**src/jtid_params.svh**
```systemverilog
`ifndef JTID_PARAMS_SVH
`define JTID_PARAMS_SVH

// ----------------------------------------------------------------
// Scan path geometry
// ----------------------------------------------------------------
`define JTID_IR_W 4
`define JTID_DR_W 32
`define JTID_PIN_W 32
`define JTID_MODE_W 3
`define JTID_IR_CAPTURE 4'h1

// ----------------------------------------------------------------
// Instruction codes
// ----------------------------------------------------------------
`define JTID_INS_EXTEST 4'h0
`define JTID_INS_SAMPLE 4'h1
`define JTID_INS_IDCODE 4'h2
`define JTID_INS_USERCODE 4'h3
`define JTID_INS_CHIP 4'h4
`define JTID_INS_OTP 4'h5
`define JTID_INS_BYPASS 4'hf

// ----------------------------------------------------------------
// Security register bits and usercode fields
// ----------------------------------------------------------------
`define JTID_SEC_NO_JTAG 0
`define JTID_SEC_NO_OTP 13
`define JTID_UID_HI 31
`define JTID_UID_LO 22
`define JTID_UNUSED_W 4
`define JTID_REV_W 18

// ----------------------------------------------------------------
// Identity defaults, values arbitrary
// ----------------------------------------------------------------
`define JTID_DEF_VERSION 4'h1
`define JTID_DEF_PART 16'h0abc
`define JTID_DEF_MAKER 11'h155
`define JTID_DEF_REV 18'h00123

`endif

```
**src/jtid_pkg.sv**
```systemverilog
`default_nettype none
`include "jtid_params.svh"

package jtid_pkg;

    // Every input arriving from outside core_clk except rst_n travels in this bundle
    typedef struct packed {
        logic tck;
        logic tms;
        logic tdi;
        logic trst_n;
        logic chip_tdo;
        logic pll_lock;
        logic [`JTID_MODE_W-1:0] boot_mode;
        logic [`JTID_PIN_W-1:0] pin_in;
    } jtid_async_type;

    typedef struct packed {
        logic tck;
        logic tms;
        logic tdi;
        logic trst_n;
    } jtid_chip_tap_type;

endpackage

`default_nettype wire

```
**src/jtid_sync2.sv**
```systemverilog
`default_nettype none

module jtid_sync2 #(
    parameter int W = 1
) (
    input wire logic core_clk,
    input wire logic reset,
    input wire logic [W-1:0] d,
    output logic [W-1:0] q
);
    logic [W-1:0] meta_ff;

    genvar i;
    generate
        for (i = 0; i < W; i++) begin : g_bit
            always_ff @(posedge core_clk) begin
                if (reset) begin
                    meta_ff[i] <= 1'b0;
                    q[i] <= 1'b0;
                end else begin
                    meta_ff[i] <= d[i];
                    q[i] <= meta_ff[i];
                end
            end
        end
    endgenerate
endmodule

`default_nettype wire

```
**src/jtid_tap.sv**
```systemverilog
`default_nettype none
`include "jtid_params.svh"

module jtid_tap #(
    parameter logic [3:0] ID_VERSION = `JTID_DEF_VERSION,
    parameter logic [15:0] ID_PART = `JTID_DEF_PART,
    parameter logic [10:0] ID_MAKER = `JTID_DEF_MAKER,
    parameter logic [`JTID_REV_W-1:0] SILICON_REV = `JTID_DEF_REV
) (
    input wire logic core_clk,
    input wire logic reset,
    input wire logic rst_n,
    input wire logic tck,
    input wire logic tms,
    input wire logic tdi,
    input wire logic trst_n,
    output logic tdo,
    output logic tdo_oe,
    input wire logic [31:0] sec_reg,
    input wire logic pll_lock,
    input wire logic [`JTID_MODE_W-1:0] boot_mode,
    output logic chip_rst,
    output logic boot_start,
    output logic [`JTID_MODE_W-1:0] boot_mode_latched,
    output jtid_pkg::jtid_chip_tap_type chip_tap,
    input wire logic chip_tdo,
    input wire logic [`JTID_PIN_W-1:0] pin_in,
    output logic [`JTID_PIN_W-1:0] pin_out,
    output logic pin_test_oe,
    input wire logic [`JTID_DR_W-1:0] otp_rd_data,
    output logic otp_rd_en,
    output logic [`JTID_DR_W-1:0] otp_wr_data,
    output logic otp_wr_stb
);
    import jtid_pkg::*;

    // ------------------------------------------------------------
    // Input synchronisers
    // ------------------------------------------------------------
    jtid_async_type async_raw;
    jtid_async_type async_s;

    assign async_raw.tck = tck;
    assign async_raw.tms = tms;
    assign async_raw.tdi = tdi;
    assign async_raw.trst_n = trst_n;
    assign async_raw.chip_tdo = chip_tdo;
    assign async_raw.pll_lock = pll_lock;
    assign async_raw.boot_mode = boot_mode;
    assign async_raw.pin_in = pin_in;

    jtid_sync2 #(.W($bits(jtid_async_type))) u_sync (
        .core_clk(core_clk),
        .reset(reset),
        .d(async_raw),
        .q(async_s)
    );

    // ------------------------------------------------------------
    // Test clock edge detection
    // ------------------------------------------------------------
    logic tck_d_ff;
    wire tck_rise = async_s.tck & ~tck_d_ff;
    wire tck_fall = ~async_s.tck & tck_d_ff;

    always_ff @(posedge core_clk) begin
        if (reset) begin
            tck_d_ff <= 1'b0;
        end else begin
            tck_d_ff <= async_s.tck;
        end
    end

    // ------------------------------------------------------------
    // TAP controller
    // ------------------------------------------------------------
    typedef enum logic [15:0] {
        st_reset   = 16'h0001,
        st_idle    = 16'h0002,
        st_sel_dr  = 16'h0004,
        st_cap_dr  = 16'h0008,
        st_shf_dr  = 16'h0010,
        st_ex1_dr  = 16'h0020,
        st_pau_dr  = 16'h0040,
        st_ex2_dr  = 16'h0080,
        st_upd_dr  = 16'h0100,
        st_sel_ir  = 16'h0200,
        st_cap_ir  = 16'h0400,
        st_shf_ir  = 16'h0800,
        st_ex1_ir  = 16'h1000,
        st_pau_ir  = 16'h2000,
        st_ex2_ir  = 16'h4000,
        st_upd_ir  = 16'h8000
    } jtid_tap_state_type;

    jtid_tap_state_type state_ff;
    jtid_tap_state_type nxt_state;

    // Fused-off port and held test reset both pin the controller in reset
    wire tap_off = ~async_s.trst_n | sec_reg[`JTID_SEC_NO_JTAG];

    always_comb begin
        case (state_ff)
            st_reset:  nxt_state = async_s.tms ? st_reset : st_idle;
            st_idle:   nxt_state = async_s.tms ? st_sel_dr : st_idle;
            st_sel_dr: nxt_state = async_s.tms ? st_sel_ir : st_cap_dr;
            st_cap_dr: nxt_state = async_s.tms ? st_ex1_dr : st_shf_dr;
            st_shf_dr: nxt_state = async_s.tms ? st_ex1_dr : st_shf_dr;
            st_ex1_dr: nxt_state = async_s.tms ? st_upd_dr : st_pau_dr;
            st_pau_dr: nxt_state = async_s.tms ? st_ex2_dr : st_pau_dr;
            st_ex2_dr: nxt_state = async_s.tms ? st_upd_dr : st_shf_dr;
            st_upd_dr: nxt_state = async_s.tms ? st_sel_dr : st_idle;
            st_sel_ir: nxt_state = async_s.tms ? st_reset : st_cap_ir;
            st_cap_ir: nxt_state = async_s.tms ? st_ex1_ir : st_shf_ir;
            st_shf_ir: nxt_state = async_s.tms ? st_ex1_ir : st_shf_ir;
            st_ex1_ir: nxt_state = async_s.tms ? st_upd_ir : st_pau_ir;
            st_pau_ir: nxt_state = async_s.tms ? st_ex2_ir : st_pau_ir;
            st_ex2_ir: nxt_state = async_s.tms ? st_upd_ir : st_shf_ir;
            st_upd_ir: nxt_state = async_s.tms ? st_sel_dr : st_idle;
            default:   nxt_state = st_reset;
        endcase
    end

    always_ff @(posedge core_clk) begin
        if (reset || tap_off) begin
            state_ff <= st_reset;
        end else if (tck_rise) begin
            state_ff <= nxt_state;
        end
    end

    // ------------------------------------------------------------
    // Instruction register and decode
    // ------------------------------------------------------------
    logic [`JTID_IR_W-1:0] ir_shift_ff;
    logic [`JTID_IR_W-1:0] ir_ff;

    wire ins_extest = (ir_ff == `JTID_INS_EXTEST);
    wire ins_sample = (ir_ff == `JTID_INS_SAMPLE);
    wire ins_idcode = (ir_ff == `JTID_INS_IDCODE);
    wire ins_user = (ir_ff == `JTID_INS_USERCODE);
    wire ins_chip = (ir_ff == `JTID_INS_CHIP);
    // OTP access collapses to bypass while the fuse forbids it
    wire ins_otp = (ir_ff == `JTID_INS_OTP) & ~sec_reg[`JTID_SEC_NO_OTP];
    wire ins_bscan = ins_extest | ins_sample;
    wire ins_wide = ins_bscan | ins_idcode | ins_user | ins_otp;
    wire ins_bypass = ~ins_wide & ~ins_chip;

    always_ff @(posedge core_clk) begin
        if (reset || tap_off) begin
            ir_shift_ff <= `JTID_IR_CAPTURE;
        end else if (tck_rise && state_ff == st_cap_ir) begin
            ir_shift_ff <= `JTID_IR_CAPTURE;
        end else if (tck_rise && state_ff == st_shf_ir) begin
            ir_shift_ff <= {async_s.tdi, ir_shift_ff[`JTID_IR_W-1:1]};
        end
    end

    always_ff @(posedge core_clk) begin
        if (reset || tap_off) begin
            ir_ff <= `JTID_INS_IDCODE;
        end else if (tck_fall && state_ff == st_reset) begin
            ir_ff <= `JTID_INS_IDCODE;
        end else if (tck_fall && state_ff == st_upd_ir) begin
            ir_ff <= ir_shift_ff;
        end
    end

    // ------------------------------------------------------------
    // Data register path
    // ------------------------------------------------------------
    wire [`JTID_DR_W-1:0] idcode_word = {ID_VERSION, ID_PART, ID_MAKER, 1'b1};
    wire [`JTID_DR_W-1:0] user_word = {sec_reg[`JTID_UID_HI:`JTID_UID_LO],
                                       {`JTID_UNUSED_W{1'b0}}, SILICON_REV};

    logic [`JTID_DR_W-1:0] dr_shift_ff;
    logic [`JTID_DR_W-1:0] capture_word;

    always_comb begin
        capture_word = '0;
        if (ins_bscan) begin
            capture_word = async_s.pin_in;
        end else if (ins_idcode) begin
            capture_word = idcode_word;
        end else if (ins_user) begin
            capture_word = user_word;
        end else if (ins_otp) begin
            capture_word = otp_rd_data;
        end
    end

    always_ff @(posedge core_clk) begin
        if (reset || tap_off) begin
            dr_shift_ff <= '0;
        end else if (tck_rise && state_ff == st_cap_dr) begin
            dr_shift_ff <= capture_word;
        end else if (tck_rise && state_ff == st_shf_dr) begin
            if (ins_wide) begin
                dr_shift_ff <= {async_s.tdi, dr_shift_ff[`JTID_DR_W-1:1]};
            end else if (ins_bypass) begin
                dr_shift_ff[0] <= async_s.tdi;
            end
        end
    end

    // ------------------------------------------------------------
    // Boundary scan update and OTP writes
    // ------------------------------------------------------------
    wire dr_update = tck_fall && state_ff == st_upd_dr;

    always_ff @(posedge core_clk) begin
        if (reset || tap_off) begin
            pin_out <= '0;
            pin_test_oe <= 1'b0;
        end else begin
            if (dr_update && ins_bscan) begin
                pin_out <= dr_shift_ff;
            end
            pin_test_oe <= ins_extest;
        end
    end

    always_ff @(posedge core_clk) begin
        if (reset || tap_off) begin
            otp_wr_data <= '0;
            otp_wr_stb <= 1'b0;
            otp_rd_en <= 1'b0;
        end else begin
            otp_wr_stb <= dr_update & ins_otp;
            if (dr_update && ins_otp) begin
                otp_wr_data <= dr_shift_ff;
            end
            otp_rd_en <= ins_otp;
        end
    end

    // ------------------------------------------------------------
    // Chip-level TAP forwarding
    // ------------------------------------------------------------
    // The inner TAP follows TMS all the time but only clocks while selected,
    // so it parks in its current state when another register is in use.
    always_ff @(posedge core_clk) begin
        if (reset || tap_off) begin
            chip_tap <= '0;
        end else begin
            chip_tap.tck <= async_s.tck & ins_chip;
            chip_tap.tms <= async_s.tms;
            chip_tap.tdi <= async_s.tdi;
            chip_tap.trst_n <= 1'b1;
        end
    end

    // ------------------------------------------------------------
    // TDO, changes on the falling test clock
    // ------------------------------------------------------------
    wire shifting = (state_ff == st_shf_dr) | (state_ff == st_shf_ir);
    wire tdo_src = (state_ff == st_shf_ir) ? ir_shift_ff[0] :
                   ins_chip ? async_s.chip_tdo : dr_shift_ff[0];

    always_ff @(posedge core_clk) begin
        if (reset || tap_off) begin
            tdo <= 1'b0;
            tdo_oe <= 1'b0;
        end else if (tck_fall) begin
            tdo <= tdo_src;
            tdo_oe <= shifting;
        end
    end

    // ------------------------------------------------------------
    // Chip reset and boot sequencing
    // ------------------------------------------------------------
    // Assertion must not wait for the clock, so this pair clears
    // asynchronously; release is still synchronised.
    logic rel_meta_ff;
    logic rel_ff;

    always_ff @(posedge core_clk or negedge rst_n) begin
        if (!rst_n) begin
            rel_meta_ff <= 1'b0;
            rel_ff <= 1'b0;
        end else begin
            rel_meta_ff <= 1'b1;
            rel_ff <= rel_meta_ff;
        end
    end

    always_ff @(posedge core_clk or negedge rst_n) begin
        if (!rst_n) begin
            chip_rst <= 1'b1;
        end else begin
            chip_rst <= ~rel_ff | reset;
        end
    end

    typedef enum logic [2:0] {
        bt_hold = 3'h1,
        bt_lock = 3'h2,
        bt_run  = 3'h4
    } jtid_boot_state_type;

    jtid_boot_state_type boot_ff;
    jtid_boot_state_type nxt_boot;

    always_comb begin
        case (boot_ff)
            bt_hold: nxt_boot = bt_lock;
            bt_lock: nxt_boot = async_s.pll_lock ? bt_run : bt_lock;
            bt_run:  nxt_boot = bt_run;
            default: nxt_boot = bt_hold;
        endcase
    end

    always_ff @(posedge core_clk) begin
        if (reset || !rel_ff) begin
            boot_ff <= bt_hold;
            boot_start <= 1'b0;
        end else begin
            boot_ff <= nxt_boot;
            boot_start <= (boot_ff == bt_lock) & async_s.pll_lock;
        end
    end

    // Boot strap is caught once, just after the reset release
    always_ff @(posedge core_clk) begin
        if (reset) begin
            boot_mode_latched <= '0;
        end else if (boot_ff == bt_hold && rel_ff) begin
            boot_mode_latched <= async_s.boot_mode;
        end
    end

endmodule

`default_nettype wire

```
**config.mk**
```make
export PLATFORM = sky130hd
export DESIGN_NAME = jtid_tap
export DESIGN_NICKNAME = d
export VERILOG_FILES = /design/src/jtid_pkg.sv /design/src/jtid_sync2.sv /design/src/jtid_tap.sv
export VERILOG_INCLUDE_DIRS = /design/src
export SDC_FILE = /design/constraint.sdc
export NUM_CORES = 1
export LEC_CHECK = 0
export BUFFER_PORTS_ARGS = -buffer_cell sky130_fd_sc_hd__buf_2
export CAP_MARGIN = 10
export CELL_PAD_IN_SITES_DETAIL_PLACEMENT = 0
export CELL_PAD_IN_SITES_GLOBAL_PLACEMENT = 1
export CORE_MARGIN = 1
export CORE_UTILIZATION = 45
export CTS_BUF_LIST = sky130_fd_sc_hd__clkbuf_4
export DETAILED_ROUTE_END_ITERATION = 8
export PLACE_DENSITY = 0.87
export SKIP_CTS_REPAIR_TIMING = 1
export SLEW_MARGIN = 25
export SYNTH_ARGS = -nofsm -noshare
export SYNTH_HDL_FRONTEND = slang
export SYNTH_SLANG_ARGS = --single-unit
export TNS_END_PERCENT = 100
```
**constraint.sdc**
```tcl
create_clock -name core_clk -period 4.2 [get_ports core_clk]
set_clock_uncertainty 0.1 [all_clocks]
set_input_delay 0.84 -clock core_clk [delete_from_list [all_inputs] [get_ports core_clk]]
set_output_delay 0.84 -clock core_clk [all_outputs]
set_load 0.02 [all_outputs]
```
==> flow_metrics.py <==
metrics = {
    "synth": {
        "synth.distinct_cells": 52,
        "syn-num-nets": 1035,
        "ys.flop_type": "dfxtp_1",
        "synthesis.area_sq_um": 8140,
        "synth_edf_count": 0,
        "synth-seq-cells": 222,
        "synth.avg_cell_area_sq_um": 8.78,
        "yosysWarnings": 0,
        "ys_seq_area_share_pct": 54.8,
        "netlist_instances": 927,
        "async_flop_share_pct": 1.35,
    },
    "global_routing": {
        "grt_start_max_net_pins": 88,
        "grt-ovfl-total": 0,
        "antenna_found_initial": 4,
        "grt_first_pass_wirelength_mm": 32.4,
        "grt_pass1_vias": 6415,
        "grt_use_total_pct": 22.2,
    },
    "finish": {
        "fillCellCount": 1616,
        "stdcell_count": 1373,
        "layout.nets": 1214,
        "drive_above_1_share_pct": 24.5,
        "syn2layout_area_growth_pct": 20.6,
    },
    "critical_path": {
        "crit_type": "flop to flop",
        "path_max_fanout": 43,
        "cp_common_cell": "or4_1",
        "endpoint_kind": "flop",
        "path_delay_family": "simple AND/OR/NAND/NOR gates",
        "crit_buf_inv": 1,
        "cp-start-kind": "flop",
        "crit_path_max_incr_delay_ns": 0.65,
        "cp_cell_sequence": "or4_1 -> or4_1 -> or3_1 -> buf_4 -> a221oi_1 -> a211oi_1",
        "cp.required_ns": 4.61,
        "critPathArrivalTime_ns": 3.25,
        "slowest_stage": "or4_1",
    },
    "placement": {
        "numPortBuffers": 165,
        "gp_congestion": 0.824,
        "hpwl_mm": 13.8,
        "placed_cells": 1271,
    },
    "clocking": {
        "clock_path_buffers": 3,
        "clock_latency_ns": 0.69,
        "clk_pin_slew_ns": 0.07,
        "cts.htree.levels": 2,
        "clock_sinks": 222,
        "tritoncts": "yes",
        "cts_made_buffers": 57,
        "root_buffer": "clkbuf_4",
    },
    "detailed_routing": {
        "firstDrtPassIters": 6,
        "vias_per_cell": 5.03,
        "vias": 6911,
        "routed_wl_mm": 20.6,
        "routedWlPerCell_um": 15.0,
        "drt-initial-drc-count": 470,
        "drc": 0,
        "drtAntennaViolNets": 0,
    },
    "sta": {
        "rsz0062_at_grt": "no",
        "finalHoldViolCount": 0,
        "finalMaxSlewViolations": 0,
        "max_slew_margin_pct": 46.6,
        "fmax_mhz": 353,
        "setup-tns-final_ns": 0,
        "finalCriticalPeriod_ns": 2.83,
        "setup_viol": 0,
        "tightest_slew_ns": 0.791,
        "fin_crit_sh_pct": 67.5,
    },
    "power": {
        "powerDensity_nw_per_um2": 408,
        "leakage_nw": 3.73,
        "ir_drop_mv": 0.269,
    },
    "floorplan": {
        "ios": 186,
        "dieArea_sq_um": 18600,
        "rows": 48,
        "dieHeight_um": 137,
        "core_sq_um": 17500,
        "die_x_um": 137,
        "start_util_pct": 46.6,
    },
    "outcome": {
        "outcome": "finished, final reports clean",
    },
    "hold_path": {
        "hp-class": "input pin to flop",
    },
    "flow_run": {
        "drv_cap": 0,
    },
}
## Yosys cell counts, drive strengths merged (3+ instances only)
cell type / instances / area share [%]
xnor2: 4 / 0.43
nor3: 14 / 0.92
a22oi: 17 / 1.6
nand3b: 4 / 0.37
dfxtp: 219 / 54
o31ai: 3 / 0.28
clkbuf: 52 / 2.4
o211ai: 11 / 1.0
nor2: 60 / 2.8
nor4: 12 / 1.1
nand2: 188 / 8.7
or4: 5 / 0.46
a21oi: 98 / 6.0
or2: 3 / 0.23
nor2b: 88 / 6.8
buf: 9 / 0.75
nand3: 7 / 0.43
and2: 5 / 0.38
inv: 4 / 0.18
nand2b: 8 / 0.61
o21ai: 54 / 3.3
a222oi: 8 / 0.98
mux2i: 15 / 1.8
nor4b: 5 / 0.72
nand4: 4 / 0.31
## cells in the final DEF (no fill, tap or decap), drive strengths merged, types with 4 or more instances in the layout
master  instances
xnor2           4
nor4b           5
a21oi          98
nor4           12
nand2b          8
inv             5
nor2b          88
clkinv         15
and2            5
dfxtp         219
nand4           4
a22oi          17
nor2           60
o21ai          54
nand2         188
nand3b          4
nand3           7
clkbuf         82
buf           180
mux2i          15
a222oi          8
nor3           14
or4             5
o211ai         11
## worst register-to-register path, stage by stage (launching register included)
cell and delay [ns]:
dfxtp_1 0.40, or4_1 0.65, or4_1 0.54, or3_1 0.32, buf_4 0.27, a221oi_1 0.34, a211oi_1 0.09
## layer usage
layer,wire length (um),global-route usage [%],vias up
met5,11,0,-
met4,491,8.83,2
met3,1660,6.81,41
met2,8460,30.7,256
met1,10000,31.8,3081
li1,-,-,3531
## layout make-up
type / instances / area, sq um / share of cell area, %
clock inverter: 16 / 66.3 / 0.676
inverter: 4 / 15.0 / 0.153
timing repair buffer: 181 / 948 / 9.66
clock buffer: 82 / 616 / 6.27
sequential: 222 / 4460 / 45.4
antenna: 3 / 7.51 / 0.0765
tap: 225 / 282 / 2.87
multi-input combinational: 640 / 3420 / 34.9
## cells by family (layout without fill, tap and decap cells)
| family | Yosys count | after routing | synth area share (%) |
|---|---|---|---|
| AO/OA/AOI/OAI | 204 | 204 | 14.4 |
| AND/OR/NAND/NOR | 414 | 414 | 24.9 |
| other | 1 | 4 | 0.0461 |
| multiplexers | 15 | 15 | 1.84 |
| XOR/XNOR | 6 | 6 | 0.645 |
| flip-flops | 222 | 222 | 54.8 |
| buffers and inverters | 65 | 283 | 3.33 |
## power breakdown
group	total (mW)	internal, mW	switching [mW]
clock	1.73	0.891	0.843
sequential	2.16	2.15	0.0120
combinational	0.109	0.0565	0.0522
total	4.00	3.09	0.907
## sequential cells by signal, indices dropped and copies added, names as in the netlist, 3 cells and up
| name | count |
|---|---|
| boot_ff | 3 |
| pin_out | 32 |
| u_sync.meta_ff | 41 |
| u_sync.q | 41 |
| chip_tap | 4 |
| ir_shift_ff | 4 |
| ir_ff | 4 |
| dr_shift_ff | 32 |
| state_ff | 16 |
| otp_wr_data | 32 |
| boot_mode_latched | 3 |
## metrics by stage
stage / power, mW / worst slack, ns / hold WS (ns) / util (%) / instance area, sq um
CTS: 4.06 / 1.40 / -0.219 / 56.1 / 9800
global placement: 2.31 / 1.30 / 0.235 / 52.2 / 9120
detailed placement: 2.32 / 1.31 / 0.238 / 52.2 / 9120
finish: 4.00 / 1.37 / 0.253 / 56.2 / 9820
global route: 4.17 / 1.13 / 0.233 / 56.1 / 9810
floorplan: 2.26 / 1.61 / 0.231 / - / 8140
## final timing paths
kind,startpoint,end,slack (ns),cells after the start
max,state_ff[5]$_SDFFE_PN0P_,dr_shift_ff[8]$_SDFFE_PN0P_,1.37,6
max in group asynchronous,rst_n,chip_rst$_DFF_PN1_,3.44,2
min,boot_mode[2],u_sync.meta_ff[34]$_SDFF_PP0_,0.25,2
max reg2reg,state_ff[5]$_SDFFE_PN0P_,dr_shift_ff[8]$_SDFFE_PN0P_,1.37,6
min in group asynchronous,rst_n,rel_meta_ff$_DFF_PN0_,0.37,2
min reg2reg,rel_meta_ff$_DFF_PN0_,rel_ff$_DFF_PN0_,0.25,0
No activity file was read; power rests on OpenSTA's default activity.
